**src/rfcgc_pkg.sv**
```systemverilog
// constants and types of the gated event counter
// Behaviour
// - control value 8h enables counting of sense pin edges under software gating
// - control value 0 disables the counter, which holds its value
// - four read commands each return one nibble of the count to memory and accumulator
// - every enable clears the count to zero before counting starts
// - timer mode 18h waits for timer enabled and its first clock falling edge
// - timer mode stops counting at once on second timer underflow
// - pin mode: sense pin gates, tone generator clock is counted
// - pin mode starts counting after the first sense pin rising edge
// - pin mode second rising edge stops counting and raises the halt-release request
// - request with interrupt enable set raises the interrupt request
// - request with halt-release enable sets start condition flag and releases halt
// - control value 28h enables the counter in pin-gated mode
// - 1Ah selects temperature network timer mode; 9 selects reference network software mode
// - a network-only control value stops the counter keeping the network active
// - mask 40h enables counter halt release; clear mask 40h clears the request
// - values 1h, 2h, 4h select one network; inactive network pins tri-state
// - with stop-on-overflow the counter halts on overflow and sets the flag
// - otherwise the flag is a seventeenth bit, toggling as the count wraps
package rfcgc_pkg;
    localparam int CNT_W = 16;
    localparam logic [7:0] CTL_EN_BIT = 8'h08;
    localparam logic [7:0] CTL_TMR_BIT = 8'h10;
    localparam logic [7:0] CTL_PIN_BIT = 8'h20;
    localparam logic [7:0] CTL_NET_MASK = 8'h07;
    localparam logic [7:0] HALT_MASK = 8'h40;
    localparam logic [15:0] CNT_RESET = 16'h0000;
    localparam int NET_W = 3;
    localparam int NIB_W = 4;

    typedef enum logic [3:0] {
        RFCGC_IDLE = 4'h1,
        RFCGC_ARM = 4'h2,
        RFCGC_RUN = 4'h4,
        RFCGC_DONE = 4'h8
    } rfcgc_state_t;
endpackage

```
**src/rfcgc_edge_if.sv**
```systemverilog
// synchronised pin edge events passed to the counter core
interface rfcgc_edge_if;
    logic sense_rise;
    logic sense_fall;
    logic tmr_fall;
    logic gen_rise;
    modport src (output sense_rise, output sense_fall, output tmr_fall, output gen_rise);
    modport dst (input sense_rise, input sense_fall, input tmr_fall, input gen_rise);
endinterface

```
**src/rfcgc_edge_sync.sv**
```systemverilog
// two-stage synchronisers and edge detectors for the asynchronous inputs
module rfcgc_edge_sync (
    // clock and reset
    input wire logic core_clk_in,
    input wire logic rst_in,
    // raw asynchronous inputs
    input wire logic sense_pin_in,
    input wire logic tmr_clk_in,
    input wire logic gen_clk_in,
    // edge events
    rfcgc_edge_if.src edge_o
);
    typedef struct packed {
        logic [2:0] meta;
        logic [2:0] sync;
        logic [2:0] prev;
        logic sense_rise;
        logic sense_fall;
        logic tmr_fall;
        logic gen_rise;
    } rfcgc_sync_t;

    rfcgc_sync_t st_reg;
    rfcgc_sync_t st_next;

    always_comb begin
        st_next = st_reg;
        st_next.meta = {gen_clk_in, tmr_clk_in, sense_pin_in};
        // only the second stage reads the first
        st_next.sync = st_reg.meta;
        st_next.prev = st_reg.sync;
        st_next.sense_rise = st_reg.sync[0] & ~st_reg.prev[0];
        st_next.sense_fall = ~st_reg.sync[0] & st_reg.prev[0];
        st_next.tmr_fall = ~st_reg.sync[1] & st_reg.prev[1];
        st_next.gen_rise = st_reg.sync[2] & ~st_reg.prev[2];
    end

    always_ff @(posedge core_clk_in) begin
        if (rst_in) begin
            st_reg <= '0;
        end else begin
            st_reg <= st_next;
        end
    end

    assign edge_o.sense_rise = st_reg.sense_rise;
    assign edge_o.sense_fall = st_reg.sense_fall;
    assign edge_o.tmr_fall = st_reg.tmr_fall;
    assign edge_o.gen_rise = st_reg.gen_rise;
endmodule // rfcgc_edge_sync

```
**src/rfcgc_counter.sv**
```systemverilog
// gated 16-bit event counter of the resistance-to-frequency unit
module rfcgc_counter #(
    parameter bit STOP_ON_OVF = 1'b0
) (
    // clock and reset
    input wire logic core_clk_in,
    input wire logic rst_in,
    // converter control command
    input wire logic converter_control_cmd_in,
    input wire logic [7:0] control_value_in,
    // read commands
    input wire logic count_read_cmd_a_in,
    input wire logic count_read_cmd_b_in,
    input wire logic count_read_cmd_c_in,
    input wire logic count_read_cmd_d_in,
    input wire logic status_read_cmd_in,
    // halt-release control commands
    input wire logic halt_release_enable_cmd_in,
    input wire logic halt_request_clear_cmd_in,
    input wire logic [7:0] halt_mask_in,
    input wire logic counter_interrupt_enable_in,
    // timer and generator
    input wire logic second_timer_enabled_in,
    input wire logic second_timer_underflow_in,
    input wire logic second_timer_clk_in,
    input wire logic tone_generator_clock_in,
    // sense pin
    input wire logic oscillator_sense_pin_in,
    // network pins, two-signal form: drive value and output enable
    output logic [2:0] network_pin_out,
    output logic [2:0] network_pin_oe_out,
    // read data to memory and accumulator
    output logic read_valid_out,
    output logic [3:0] read_data_out,
    output logic [3:0] accumulator_reg_out,
    // status and halt-release
    output logic [15:0] count_out,
    output logic count_overflow_flag_out,
    output logic counting_out,
    output logic counter_halt_release_request_out,
    output logic counter_halt_release_enable_out,
    output logic counter_start_condition_flag_out,
    output logic halt_release_out,
    output logic interrupt_request_out
);
    // refused at elaboration: read decoding assumes four nibbles
    if (rfcgc_pkg::CNT_W != 16) begin : g_bad_width
        $error("counter width must be 16");
    end

    typedef struct packed {
        rfcgc_pkg::rfcgc_state_t state;
        logic run;
        logic [15:0] count;
        logic ovf;
        logic tmr_mode;
        logic pin_mode;
        logic [2:0] net;
        logic [2:0] pin_oe;
        logic req;
        logic hen;
        logic scf;
        logic halt_rel;
        logic irq;
        logic rd_valid;
        logic [3:0] rd_data;
        logic [3:0] acc;
    } rfcgc_core_t;

    rfcgc_core_t st_reg;
    rfcgc_core_t st_next;
    rfcgc_edge_if edges ();

    rfcgc_edge_sync u_sync (
        .core_clk_in(core_clk_in),
        .rst_in(rst_in),
        .sense_pin_in(oscillator_sense_pin_in),
        .tmr_clk_in(second_timer_clk_in),
        .gen_clk_in(tone_generator_clock_in),
        .edge_o(edges.src)
    );

    ////////////////////////////////////////////////////////////////////////////
    // timer enable and underflow come from the same clock, no synchroniser; the timer clock is synchronised
    function automatic logic [3:0] rfcgc_nibble(input logic [15:0] v, input logic [1:0] i);
        rfcgc_nibble = v[i*4 +: 4];
    endfunction

    logic count_tick;
    logic [16:0] inc;
    logic set_req;

    always_comb begin
        count_tick = st_reg.pin_mode ? edges.gen_rise : edges.sense_rise;
        inc = {1'b0, st_reg.count} + 17'h00001;
        set_req = 1'b0;
        st_next = st_reg;
        st_next.rd_valid = 1'b0;
        st_next.halt_rel = 1'b0;

        case (st_reg.state)
            rfcgc_pkg::RFCGC_ARM: begin
                if (st_reg.tmr_mode) begin
                    if (second_timer_enabled_in && edges.tmr_fall) begin
                        st_next.state = rfcgc_pkg::RFCGC_RUN;
                    end
                end else if (edges.sense_rise) begin
                    st_next.state = rfcgc_pkg::RFCGC_RUN;
                end
            end
            rfcgc_pkg::RFCGC_RUN: begin
                if (st_reg.tmr_mode && second_timer_underflow_in) begin
                    st_next.state = rfcgc_pkg::RFCGC_DONE;
                end else if (st_reg.pin_mode && edges.sense_rise) begin
                    st_next.state = rfcgc_pkg::RFCGC_DONE;
                    set_req = 1'b1;
                end else if (count_tick) begin
                    st_next.count = inc[15:0];
                    if (inc[16]) begin
                        if (STOP_ON_OVF) begin
                            st_next.ovf = 1'b1;
                            st_next.count = st_reg.count;
                            st_next.state = rfcgc_pkg::RFCGC_DONE;
                        end else begin
                            st_next.ovf = ~st_reg.ovf;
                        end
                    end
                end
            end
            default: begin
            end
        endcase

        if (converter_control_cmd_in) begin
            // network select, one at a time
            st_next.net = control_value_in[2:0];
            st_next.pin_oe = (control_value_in[2:0] == 3'h1 || control_value_in[2:0] == 3'h2
                || control_value_in[2:0] == 3'h4) ? control_value_in[2:0] : 3'h0;
            st_next.tmr_mode = (control_value_in & rfcgc_pkg::CTL_TMR_BIT) != 8'h00;
            st_next.pin_mode = (control_value_in & rfcgc_pkg::CTL_PIN_BIT) != 8'h00;
            if ((control_value_in & rfcgc_pkg::CTL_EN_BIT) != 8'h00) begin
                st_next.count = rfcgc_pkg::CNT_RESET;
                st_next.ovf = 1'b0;
                // software mode runs at once; gated modes arm
                if ((control_value_in & (rfcgc_pkg::CTL_TMR_BIT | rfcgc_pkg::CTL_PIN_BIT))
                    != 8'h00) begin
                    st_next.state = rfcgc_pkg::RFCGC_ARM;
                end else begin
                    st_next.state = rfcgc_pkg::RFCGC_RUN;
                end
            end else begin
                st_next.state = rfcgc_pkg::RFCGC_IDLE;
            end
        end

        if (halt_release_enable_cmd_in) begin
            st_next.hen = (halt_mask_in & rfcgc_pkg::HALT_MASK) != 8'h00;
        end
        // clear request; a new request wins
        if (halt_request_clear_cmd_in && (halt_mask_in & rfcgc_pkg::HALT_MASK) != 8'h00) begin
            st_next.req = 1'b0;
            st_next.scf = 1'b0;
        end
        if (set_req) begin
            st_next.req = 1'b1;
            if (st_reg.hen) begin
                st_next.scf = 1'b1;
                st_next.halt_rel = 1'b1;
            end
        end
        st_next.irq = st_next.req & counter_interrupt_enable_in;
        // registered so the running flag leaves a flop, not a compare
        st_next.run = st_next.state == rfcgc_pkg::RFCGC_RUN;

        if (count_read_cmd_a_in) begin
            st_next.rd_valid = 1'b1;
            st_next.rd_data = rfcgc_nibble(st_reg.count, 2'h0);
        end else if (count_read_cmd_b_in) begin
            st_next.rd_valid = 1'b1;
            st_next.rd_data = rfcgc_nibble(st_reg.count, 2'h1);
        end else if (count_read_cmd_c_in) begin
            st_next.rd_valid = 1'b1;
            st_next.rd_data = rfcgc_nibble(st_reg.count, 2'h2);
        end else if (count_read_cmd_d_in) begin
            st_next.rd_valid = 1'b1;
            st_next.rd_data = rfcgc_nibble(st_reg.count, 2'h3);
        end else if (status_read_cmd_in) begin
            // overflow in bit 2 so a bit test can branch on it
            st_next.rd_valid = 1'b1;
            st_next.rd_data = {1'b0, st_reg.ovf, 2'b00};
        end
        if (st_next.rd_valid) begin
            st_next.acc = st_next.rd_data;
        end
    end

    always_ff @(posedge core_clk_in) begin
        if (rst_in) begin
            st_reg <= '0;
            st_reg.state <= rfcgc_pkg::RFCGC_IDLE;
        end else begin
            st_reg <= st_next;
        end
    end

    ////////////////////////////////////////////////////////////////////////////
    // outputs straight from the state register, except network_pin_out, which is tied low
    assign network_pin_out = 3'h0;
    assign network_pin_oe_out = st_reg.pin_oe;
    assign read_valid_out = st_reg.rd_valid;
    assign read_data_out = st_reg.rd_data;
    assign accumulator_reg_out = st_reg.acc;
    assign count_out = st_reg.count;
    assign count_overflow_flag_out = st_reg.ovf;
    assign counting_out = st_reg.run;
    assign counter_halt_release_request_out = st_reg.req;
    assign counter_halt_release_enable_out = st_reg.hen;
    assign counter_start_condition_flag_out = st_reg.scf;
    assign halt_release_out = st_reg.halt_rel;
    assign interrupt_request_out = st_reg.irq;
endmodule // rfcgc_counter

```
**config.mk**
```make
export PLATFORM = sky130hd
export DESIGN_NAME = rfcgc_counter
export DESIGN_NICKNAME = d
export VERILOG_FILES = /design/src/rfcgc_pkg.sv /design/src/rfcgc_edge_if.sv /design/src/rfcgc_edge_sync.sv /design/src/rfcgc_counter.sv
export SDC_FILE = /design/constraint.sdc
export NUM_CORES = 1
export LEC_CHECK = 0
export BUFFER_PORTS_ARGS = -buffer_cell sky130_fd_sc_hd__buf_2
export CAP_MARGIN = 20
export CORE_UTILIZATION = 52
export DETAILED_ROUTE_END_ITERATION = 12
export GPL_ROUTABILITY_DRIVEN = 0
export HOLD_SLACK_MARGIN = 0.15
export PLACE_DENSITY_LB_ADDON = 0.12
export SYNTH_ARGS = -nofsm -noshare
export SYNTH_HDL_FRONTEND = slang
export SYNTH_SLANG_ARGS = --single-unit
```
**constraint.sdc**
```tcl
create_clock -name core_clk_in -period 2.27 [get_ports core_clk_in]
set_input_delay 0.454 -clock core_clk_in [delete_from_list [all_inputs] [get_ports core_clk_in]]
set_output_delay 0.454 -clock core_clk_in [all_outputs]
set_load 0.05 [all_outputs]
```
Word-level counts from Yosys, hierarchy flattened
Index checks and enable logic that the tools add are counted.

Register bits after elaboration: 56. Input port bits: 32. Logic and storage cells: 77.

Add/subtract/negate cells: 1. Equal/unequal tests: 6. Mux-type cells: 31. Bitwise operators: 9. Reductions and logical operators: 8.

Operators with widths (count): $mux 17 (5); $mux 4 (7); $mux 25 (1); $mux 5 (5); $add 16x1->17 const B (1); $eq 4x3->1 const B (2); $mux 1 (8); $pmux 4 s2 (1); $reduce_bool 8->1 (1); $mux 3 (2); $not 1->1 (5); $and 1x1->1 (4); $eq 4x2->1 const B (1); $logic_and 1x1->1 (4); $mux 2 (2); $eq 3x1->1 const B (1); $eq 3x2->1 const B (1); $eq 3x3->1 const B (1); $logic_or 1x1->1 (2); $reduce_or 2->1 (1).

Logic depth before layout (Yosys ltp)
Gate-level depths: netlist (run 1).

Depth after elaboration: 8. Gate-level depth with buffers: 6.

Modules after synthesis
A second synthesis (run 1) with hierarchy kept.

Cells, all modules: 280. Area total of the unflattened synthesis: 2514.9 sq um.

By module, submodules not included: rfcgc_counter (times used 1, cells each 253, area an instance 2135.8 sq um); rfcgc_edge_sync (times used 1, cells each 27, area an instance 379.1 sq um).

Worst setup path after synthesis (run 1)
OpenSTA, ideal clock, no wires.

Kind: register to register. Start point: reg st_reg[41] (netlist bit). End point: reg st_reg (netlist bit count_out[10]). Library setup time: 0.071 ns. Data arrival time: 1.696 ns. Required time: 2.199 ns. Slack: 0.504 ns. Cell stages (with the launch flop): 6. Buffers on the path: 1. Clock period less this slack: 1.766 ns. Path through: dfxtp_1 > nor4b_4 > nand4_2 > buf_6 > or4_1 > a21oi_1.

Word-level cells in the longest chain between the ends: 4.

RTL lines: from (decl) (RTL line rfcgc_counter.sv:70) `rfcgc_core_t st_reg;`; from (signal assigned) (RTL line rfcgc_counter.sv:202) `st_reg <= st_next;`; $eq 4x3->1 * (RTL line rfcgc_counter.sv:101) `case (st_reg.state)`; $mux 17 * (RTL line rfcgc_counter.sv:101); $mux 17 (RTL line rfcgc_counter.sv:141) `if ((control_value_in & rfcgc_pkg::CTL_EN_BIT) != 8'h00) begin`; $mux 25 * (RTL line rfcgc_counter.sv:134) `if (converter_control_cmd_in) begin`.

Mark *: on every way between the ends. The rest lies on a longest branch, timed or not. A chain may end at the register's enable or synchronous reset.

Final worst setup path (run 1)
Same ends and word-level chain as after synthesis.

==> impl_metrics.csv, run 1 <==
group,metric,value,unit
floorplan,dieArea,0.00512,sq mm
synthesis,syn_avg_cell_area,8.70,sq um
critical_path,cp_data_required_time,2.50,ns
critical_path,critical_path_class,"flip-flop to flip-flop",
final_layout,syn_to_final_growth,10.0,%
sta,timing.fmax,546,MHz
global_routing,grt_pass1_vias,1806,
drt,num_vias,2063,
global_routing,track_usage,20.7,%
synthesis,synth_area_leaders,"dfxtp_1, buf_4, a21oi_1, nand2_1, mux2i_1",
drt,detail_route.iter0.violations,161,
synthesis,yosysWarningCount,0,
critical_path,start_kind,"flip-flop",
clocking,htree_levels,2,
floorplan,rows,24,
sta,clock_skew,0.00548,ns
sta,post-route-period-util,80.6,%
clocking,cts_setup_buffers,0,
final_layout,fin_nets,355,
global_routing,grt_antenna_before_repair,0,
sta,drv_slew,0,
critical_path,end_kind,"flip-flop",
synthesis,yosysSeqAreaShare,42.2,%
floorplan,die_h,71.5,um
global_routing,grt_max_degree,29,
synthesis,synth-async-reset-ratio,0,%
status,status,"complete, no violations",
drt,drc,0,
critical_path,crit_arrival,2.06,ns
floorplan,core,0.00450,sq mm
clocking,clk_latency,0.30,ns
synthesis,netlist.area_leader.share,42.2,%
clocking,clockBufferDepth,2,
drt,vias_per_cell,5.50,
drt,drt_pass1_iterations,5,
min_path,hold_class,"primary input to flip-flop",
floorplan,initial_core_util,55.8,%
floorplan,pin_count,70,
sta,rsz0062_at_grt,"no",
drt,final_antenna_net_count,0,
clocking,tritoncts,"built",
final_layout,antenna-diode-count,0,
pwr,p_leak,0.00119,uW
min_path,min_from,"counter_interrupt_enable_in",
sta,slew_headroom,62.6,%
synthesis,synth_seq_cells,53,
clocking,postCtsHoldBufs,0,
clocking,clkSlewWorstSetupHoldPaths,0.10,ns
synthesis,synth_largest_area_cell,"dfxtp_1",
clocking,cts.repair.resized,0,
floorplan,die_x,71.5,um
synthesis,synth-edff-count,0,
drt,totalWireLength,4980,um
global_routing,overflow,0,
sta,fin_tns_setup,0,ns
synthesis,synth_area,0.00251,sq mm
clocking,cts_root_buf,"clkbuf_8",
critical_path,worstPathMaxFanout,11,
global_routing,grt_pass1_wl,8340,um
critical_path,regToRegStartpoint,"st_reg[41]$_SDFF_PP0_",
place,dp.cells,367,
critical_path,reg2reg_depth,4,
clocking,cts_sinks,53,
critical_path,ff2ff_setup_slack,0.44,ns
final_layout,largest_reg_flops,16,
run,maxCapViolCount,0,
pwr,peakVddDrop,407,uV
min_path,holdPathStages,2,
synthesis,ys.flop_type,"dfxtp_1",
final_layout,stdcell_count,375,
place,portBuffers,57,
clocking,cts_made_buffers,5,
final_layout,utilization,61.4,%
pwr,power_density,636,mW/mm^2
final_layout,drive_gt1_share,24.8,%
place,dp.final_hpwl,3770,um
sta,worst_pin_slew,0.560,ns
synthesis,synthCells,289,
sta,finalHoldViolations,0,
synthesis,synth.distinct_cells,48,
min_path,hold-path-endpoint,"interrupt_request_out$_SDFF_PP0_",
sta,period_minus_slack,1.83,ns
sta,finalSetupViolCount,0,
critical_path,reg2reg_to,"count_out[10]$_SDFF_PP0_",
drt,detail_route.wl_per_cell,13.3,um
through the flow:
stage               power, uW  worst slack [ns]  cell area [sq um]  hold WS, ns
finish                   1760             0.440               2770        0.353
global route             1830             0.237               2770        0.342
CTS                      1780             0.435               2770        0.343
detailed placement       1150             0.467               2650        0.375
global placement         1150             0.494               2650        0.371
floorplan                1110             0.504               2520        0.367
worst max path at each step:
| stage | cells after the start | from | endpoint | slack [ns] |
|---|---|---|---|---|
| global route | 4 | st_reg[20]$_SDFFE_PP0P_ | count_out[14]$_SDFF_PP0_ | 0.24 |
| detailed placement | 4 | st_reg[41]$_SDFF_PP0_ | count_out[14]$_SDFF_PP0_ | 0.47 |
| global placement | 5 | count_read_cmd_d_in | accumulator_reg_out[1]$_SDFFE_PP0P_ | 0.49 |
| finish | 4 | st_reg[41]$_SDFF_PP0_ | count_out[10]$_SDFF_PP0_ | 0.44 |
| floorplan | 5 | st_reg[41]$_SDFF_PP0_ | count_out[10]$_SDFF_PP0_ | 0.50 |
| CTS | 4 | st_reg[41]$_SDFF_PP0_ | count_out[14]$_SDFF_PP0_ | 0.43 |
synthesized netlist by cell type (2+ instances only):
cell / number
dfxtp_1: 53
o22ai_1: 3
and2_1: 2
nor2_1: 19
nand3_1: 11
xor2_1: 2
inv_1: 13
o31ai_1: 5
a31oi_1: 2
nor3_1: 5
buf_4: 30
nand2b_1: 6
or4_1: 7
or3_1: 2
and4_1: 2
a21oi_1: 22
o2111ai_1: 3
and3_1: 2
o21ai_0: 8
or3b_2: 3
clkbuf_1: 8
nor4b_1: 2
o211ai_1: 4
nand4_1: 4
mux2i_1: 9
nor2b_1: 12
nand2_1: 26
a221oi_1: 4
metal layers:
| layer | routed length, um | up-vias | part of all wire, % | track usage [%] |
|---|---|---|---|---|
| met5 | 0 | - | 0 | 0 |
| met4 | 32 | 0 | 0.64 | 5.45 |
| met3 | 282 | 4 | 5.7 | 4.22 |
| met2 | 2180 | 66 | 44 | 31.1 |
| met1 | 2490 | 936 | 50 | 30.3 |
| li1 | - | 1057 | - | - |
final cells by class:
cell class / count / area (sq um)
Clock inverter: 2 / 38.8
Tap cell: 52 / 65.1
Fill cell: 421 / 1740
Inverter: 13 / 48.8
Sequential cell: 53 / 1060
Multi-Input combinational cell: 185 / 1140
Clock buffer: 6 / 72.6
Timing Repair Buffer: 64 / 338
logic make-up (layout without fill, tap and decap cells):
kind of cell    after synthesis  in the layout  share of synthesized area [%]
compound gates               58             58                           14.9
xor+xnor                      3              3                           1.05
fa+ha+maj                     1              1                          0.498
buf+inv                      53             85                           12.7
flops                        53             53                           42.2
mux                          10             10                           4.03
other cells                   1              3                          0.149
simple gates                110            110                           24.4
cell usage in the layout, fill, tap and decap left out, types with 6 or more instances in the layout:
cell / instances
buf_2: 57
inv_1: 13
or4_1: 7
mux2i_1: 9
dfxtp_1: 53
nor2b_1: 12
nor2_1: 19
o21ai_0: 8
nand2b_1: 6
nand2_1: 26
buf_4: 7
nand3_1: 11
a21oi_1: 22
worst max-delay path: stages (launching register included):
cell and delay, ns:
dfxtp_1 0.38, nor4b_4 0.32, nand4_2 0.30, or4_1 0.59, a21oi_1 0.16
report_power, final:
part           total, uW  switching (uW)  internal, uW
registers            964            12.6           951
clock network        629             298           331
logic                167             114          53.3
Note: power is estimated with default switching activity, not from simulation.
==> inputs of run 2 (changes only) <==
clock period = 1.7 ns   (was 2.27 ns; I/O delays follow)
==> run 2 against run 1 <==
Die area is the same; largest cell class unchanged; clock skew grew 0.0026 ns; power grew 26%; final area grew 5.4%; critical endpoint unchanged; count of clock-buffer cells in the layout is the same.
==> impl_metrics.csv, run 2 (same netlist as run 1, synthesis figures left out) <==
group,metric,value,unit
status,status,"complete, no violations",
sta,clock_skew,0.00803,ns
critical_path,crit_family,"simple AND/OR/NAND/NOR gates",
clocking,htree_levels,2,
sta,finalSetupViolCount,0,
critical_path,end_kind,"flip-flop",
critical_path,crit_arrival,1.89,ns
drt,detail_route.wl_per_cell,13.7,um
critical_path,cpPeakStageDelay,0.42,ns
global_routing,grt_pass1_vias,1879,
place,portBuffers,57,
drt,totalWireLength,5370,um
floorplan,core,0.00450,sq mm
critical_path,critPathSlowestCell,"or4_1",
critical_path,worstPathMaxFanout,8,
critical_path,reg2reg_to,"count_out[10]$_SDFF_PP0_",
global_routing,track_usage,21.8,%
run,maxCapViolCount,0,
min_path,holdPathStages,2,
final_layout,mostFrequentLayoutCell,"buf_2",
critical_path,path_buf_inv,1,
final_layout,largest_reg_flops,16,
critical_path,reg2reg_depth,5,
drt,final_antenna_net_count,0,
final_layout,fill_cells,407,
clocking,cts_sinks,53,
critical_path,start_kind,"flip-flop",
floorplan,die_x,71.5,um
global_routing,grt_pass1_wl,8740,um
clocking,cts_root_buf,"clkbuf_8",
final_layout,fin_nets,373,
floorplan,dieArea,0.00512,sq mm
final_layout,layout_common_cells,"buf_2, dfxtp_1, nand2_1",
final_layout,drive_gt1_share,30.8,%
clocking,clockBufferDepth,2,
sta,finalHoldViolations,0,
floorplan,initial_core_util,55.8,%
drt,drt_pass1_iterations,4,
critical_path,ff2ff_setup_slack,0.05,ns
drt,drc,0,
sta,rsz0062_at_grt,"yes",
pwr,power_density,762,mW/mm^2
clocking,clk_latency,0.30,ns
sta,drv_slew,0,
min_path,min_from,"counter_interrupt_enable_in",
global_routing,grt_antenna_before_repair,0,
sta,timing.fmax,606,MHz
pwr,p_leak,0.00128,uW
floorplan,die_h,71.5,um
place,placed_area,0.00278,sq mm
place,dp.final_hpwl,4070,um
min_path,hold_class,"primary input to flip-flop",
floorplan,pin_count,70,
final_layout,utilization,64.7,%
sta,post-route-period-util,97.1,%
global_routing,overflow,0,
critical_path,path_cells,"nor4b_4, nand4_4, buf_6, or4_1, a21oi_2",
floorplan,rows,24,
drt,detail_route.iter0.violations,152,
drt,vias_per_cell,5.45,
critical_path,regToRegStartpoint,"st_reg[40]$_SDFF_PP1_",
clocking,tritoncts,"built",
global_routing,grt_max_degree,24,
final_layout,antenna-diode-count,0,
drt,num_vias,2140,
clocking,clkSlewWorstSetupHoldPaths,0.10,ns
critical_path,critical_path_class,"flip-flop to flip-flop",
final_layout,syn_to_final_growth,16.0,%
clocking,cts_made_buffers,5,
pwr,total_power,2220,uW
critical_path,cp_data_required_time,1.94,ns
final_layout,final_area,0.00292,sq mm
min_path,hold-path-endpoint,"interrupt_request_out$_SDFF_PP0_",
pwr,peakVddDrop,635,uV
sta,period_minus_slack,1.65,ns
sta,hold_slack,0.234,ns
clocking,postCtsHoldBufs,0,
==> run 2: report_power, final <==
group	internal [uW]	switching, uW	total (uW)
registers	1270	15.5	1290
clock network	291	408	699
logic	79.3	157	237
==> run 2: worst max-delay path by stage <==
stage,end,depth (start not counted),from
floorplan,count_out[4]$_SDFF_PP0_,5,st_reg[43]$_SDFF_PP0_
global placement,accumulator_reg_out[1]$_SDFFE_PP0P_,5,count_read_cmd_d_in
detailed placement,count_out[10]$_SDFF_PP0_,5,st_reg[43]$_SDFF_PP0_
CTS,count_out[10]$_SDFF_PP0_,5,st_reg[43]$_SDFF_PP0_
global route,count_out[10]$_SDFF_PP0_,5,st_reg[40]$_SDFF_PP1_
finish,count_out[10]$_SDFF_PP0_,5,st_reg[40]$_SDFF_PP1_
==> run 2: per-stage QoR <==
stage	setup TNS, ns	cells	setup WS, ns
global placement	0	383	0.0572
detailed placement	0	383	0.0368
global route	-0.0747	393	-0.0391
finish	0	393	0.0500
CTS	0	391	0.0119
floorplan	0	291	0.00993
==> run 2: what timing repair did <==
action,CTS,global route
gates resized for setup,0,7
setup endpoints to repair,0,8
buffers inserted,0,2
==> run 2: cell type report <==
type | instances | area, sq um | area share, %
Sequential cell | 53 | 1060 | 36.5
Clock inverter | 2 | 15.0 | 0.515
Timing Repair Buffer | 82 | 477 | 16.4
Tap cell | 52 | 65.1 | 2.23
Clock buffer | 6 | 72.6 | 2.49
Inverter | 13 | 48.8 | 1.67
Multi-Input combinational cell | 185 | 1170 | 40.3
==> run 2: metal layers <==
layer	wire length [um]	share of wire (%)	track usage [%]
met1	2620	49	30.7
met2	2450	46	34.7
met3	276	5.1	3.94
met4	20	0.37	5.88
met5	0	0	0
==> run 2: worst register-to-register path: cells and delay by family (launching register included) <==
kind | cells | cell delay [ns]
simple gates | 3 | 0.93
flops | 1 | 0.35
buf+inv | 1 | 0.18
compound gates | 1 | 0.14
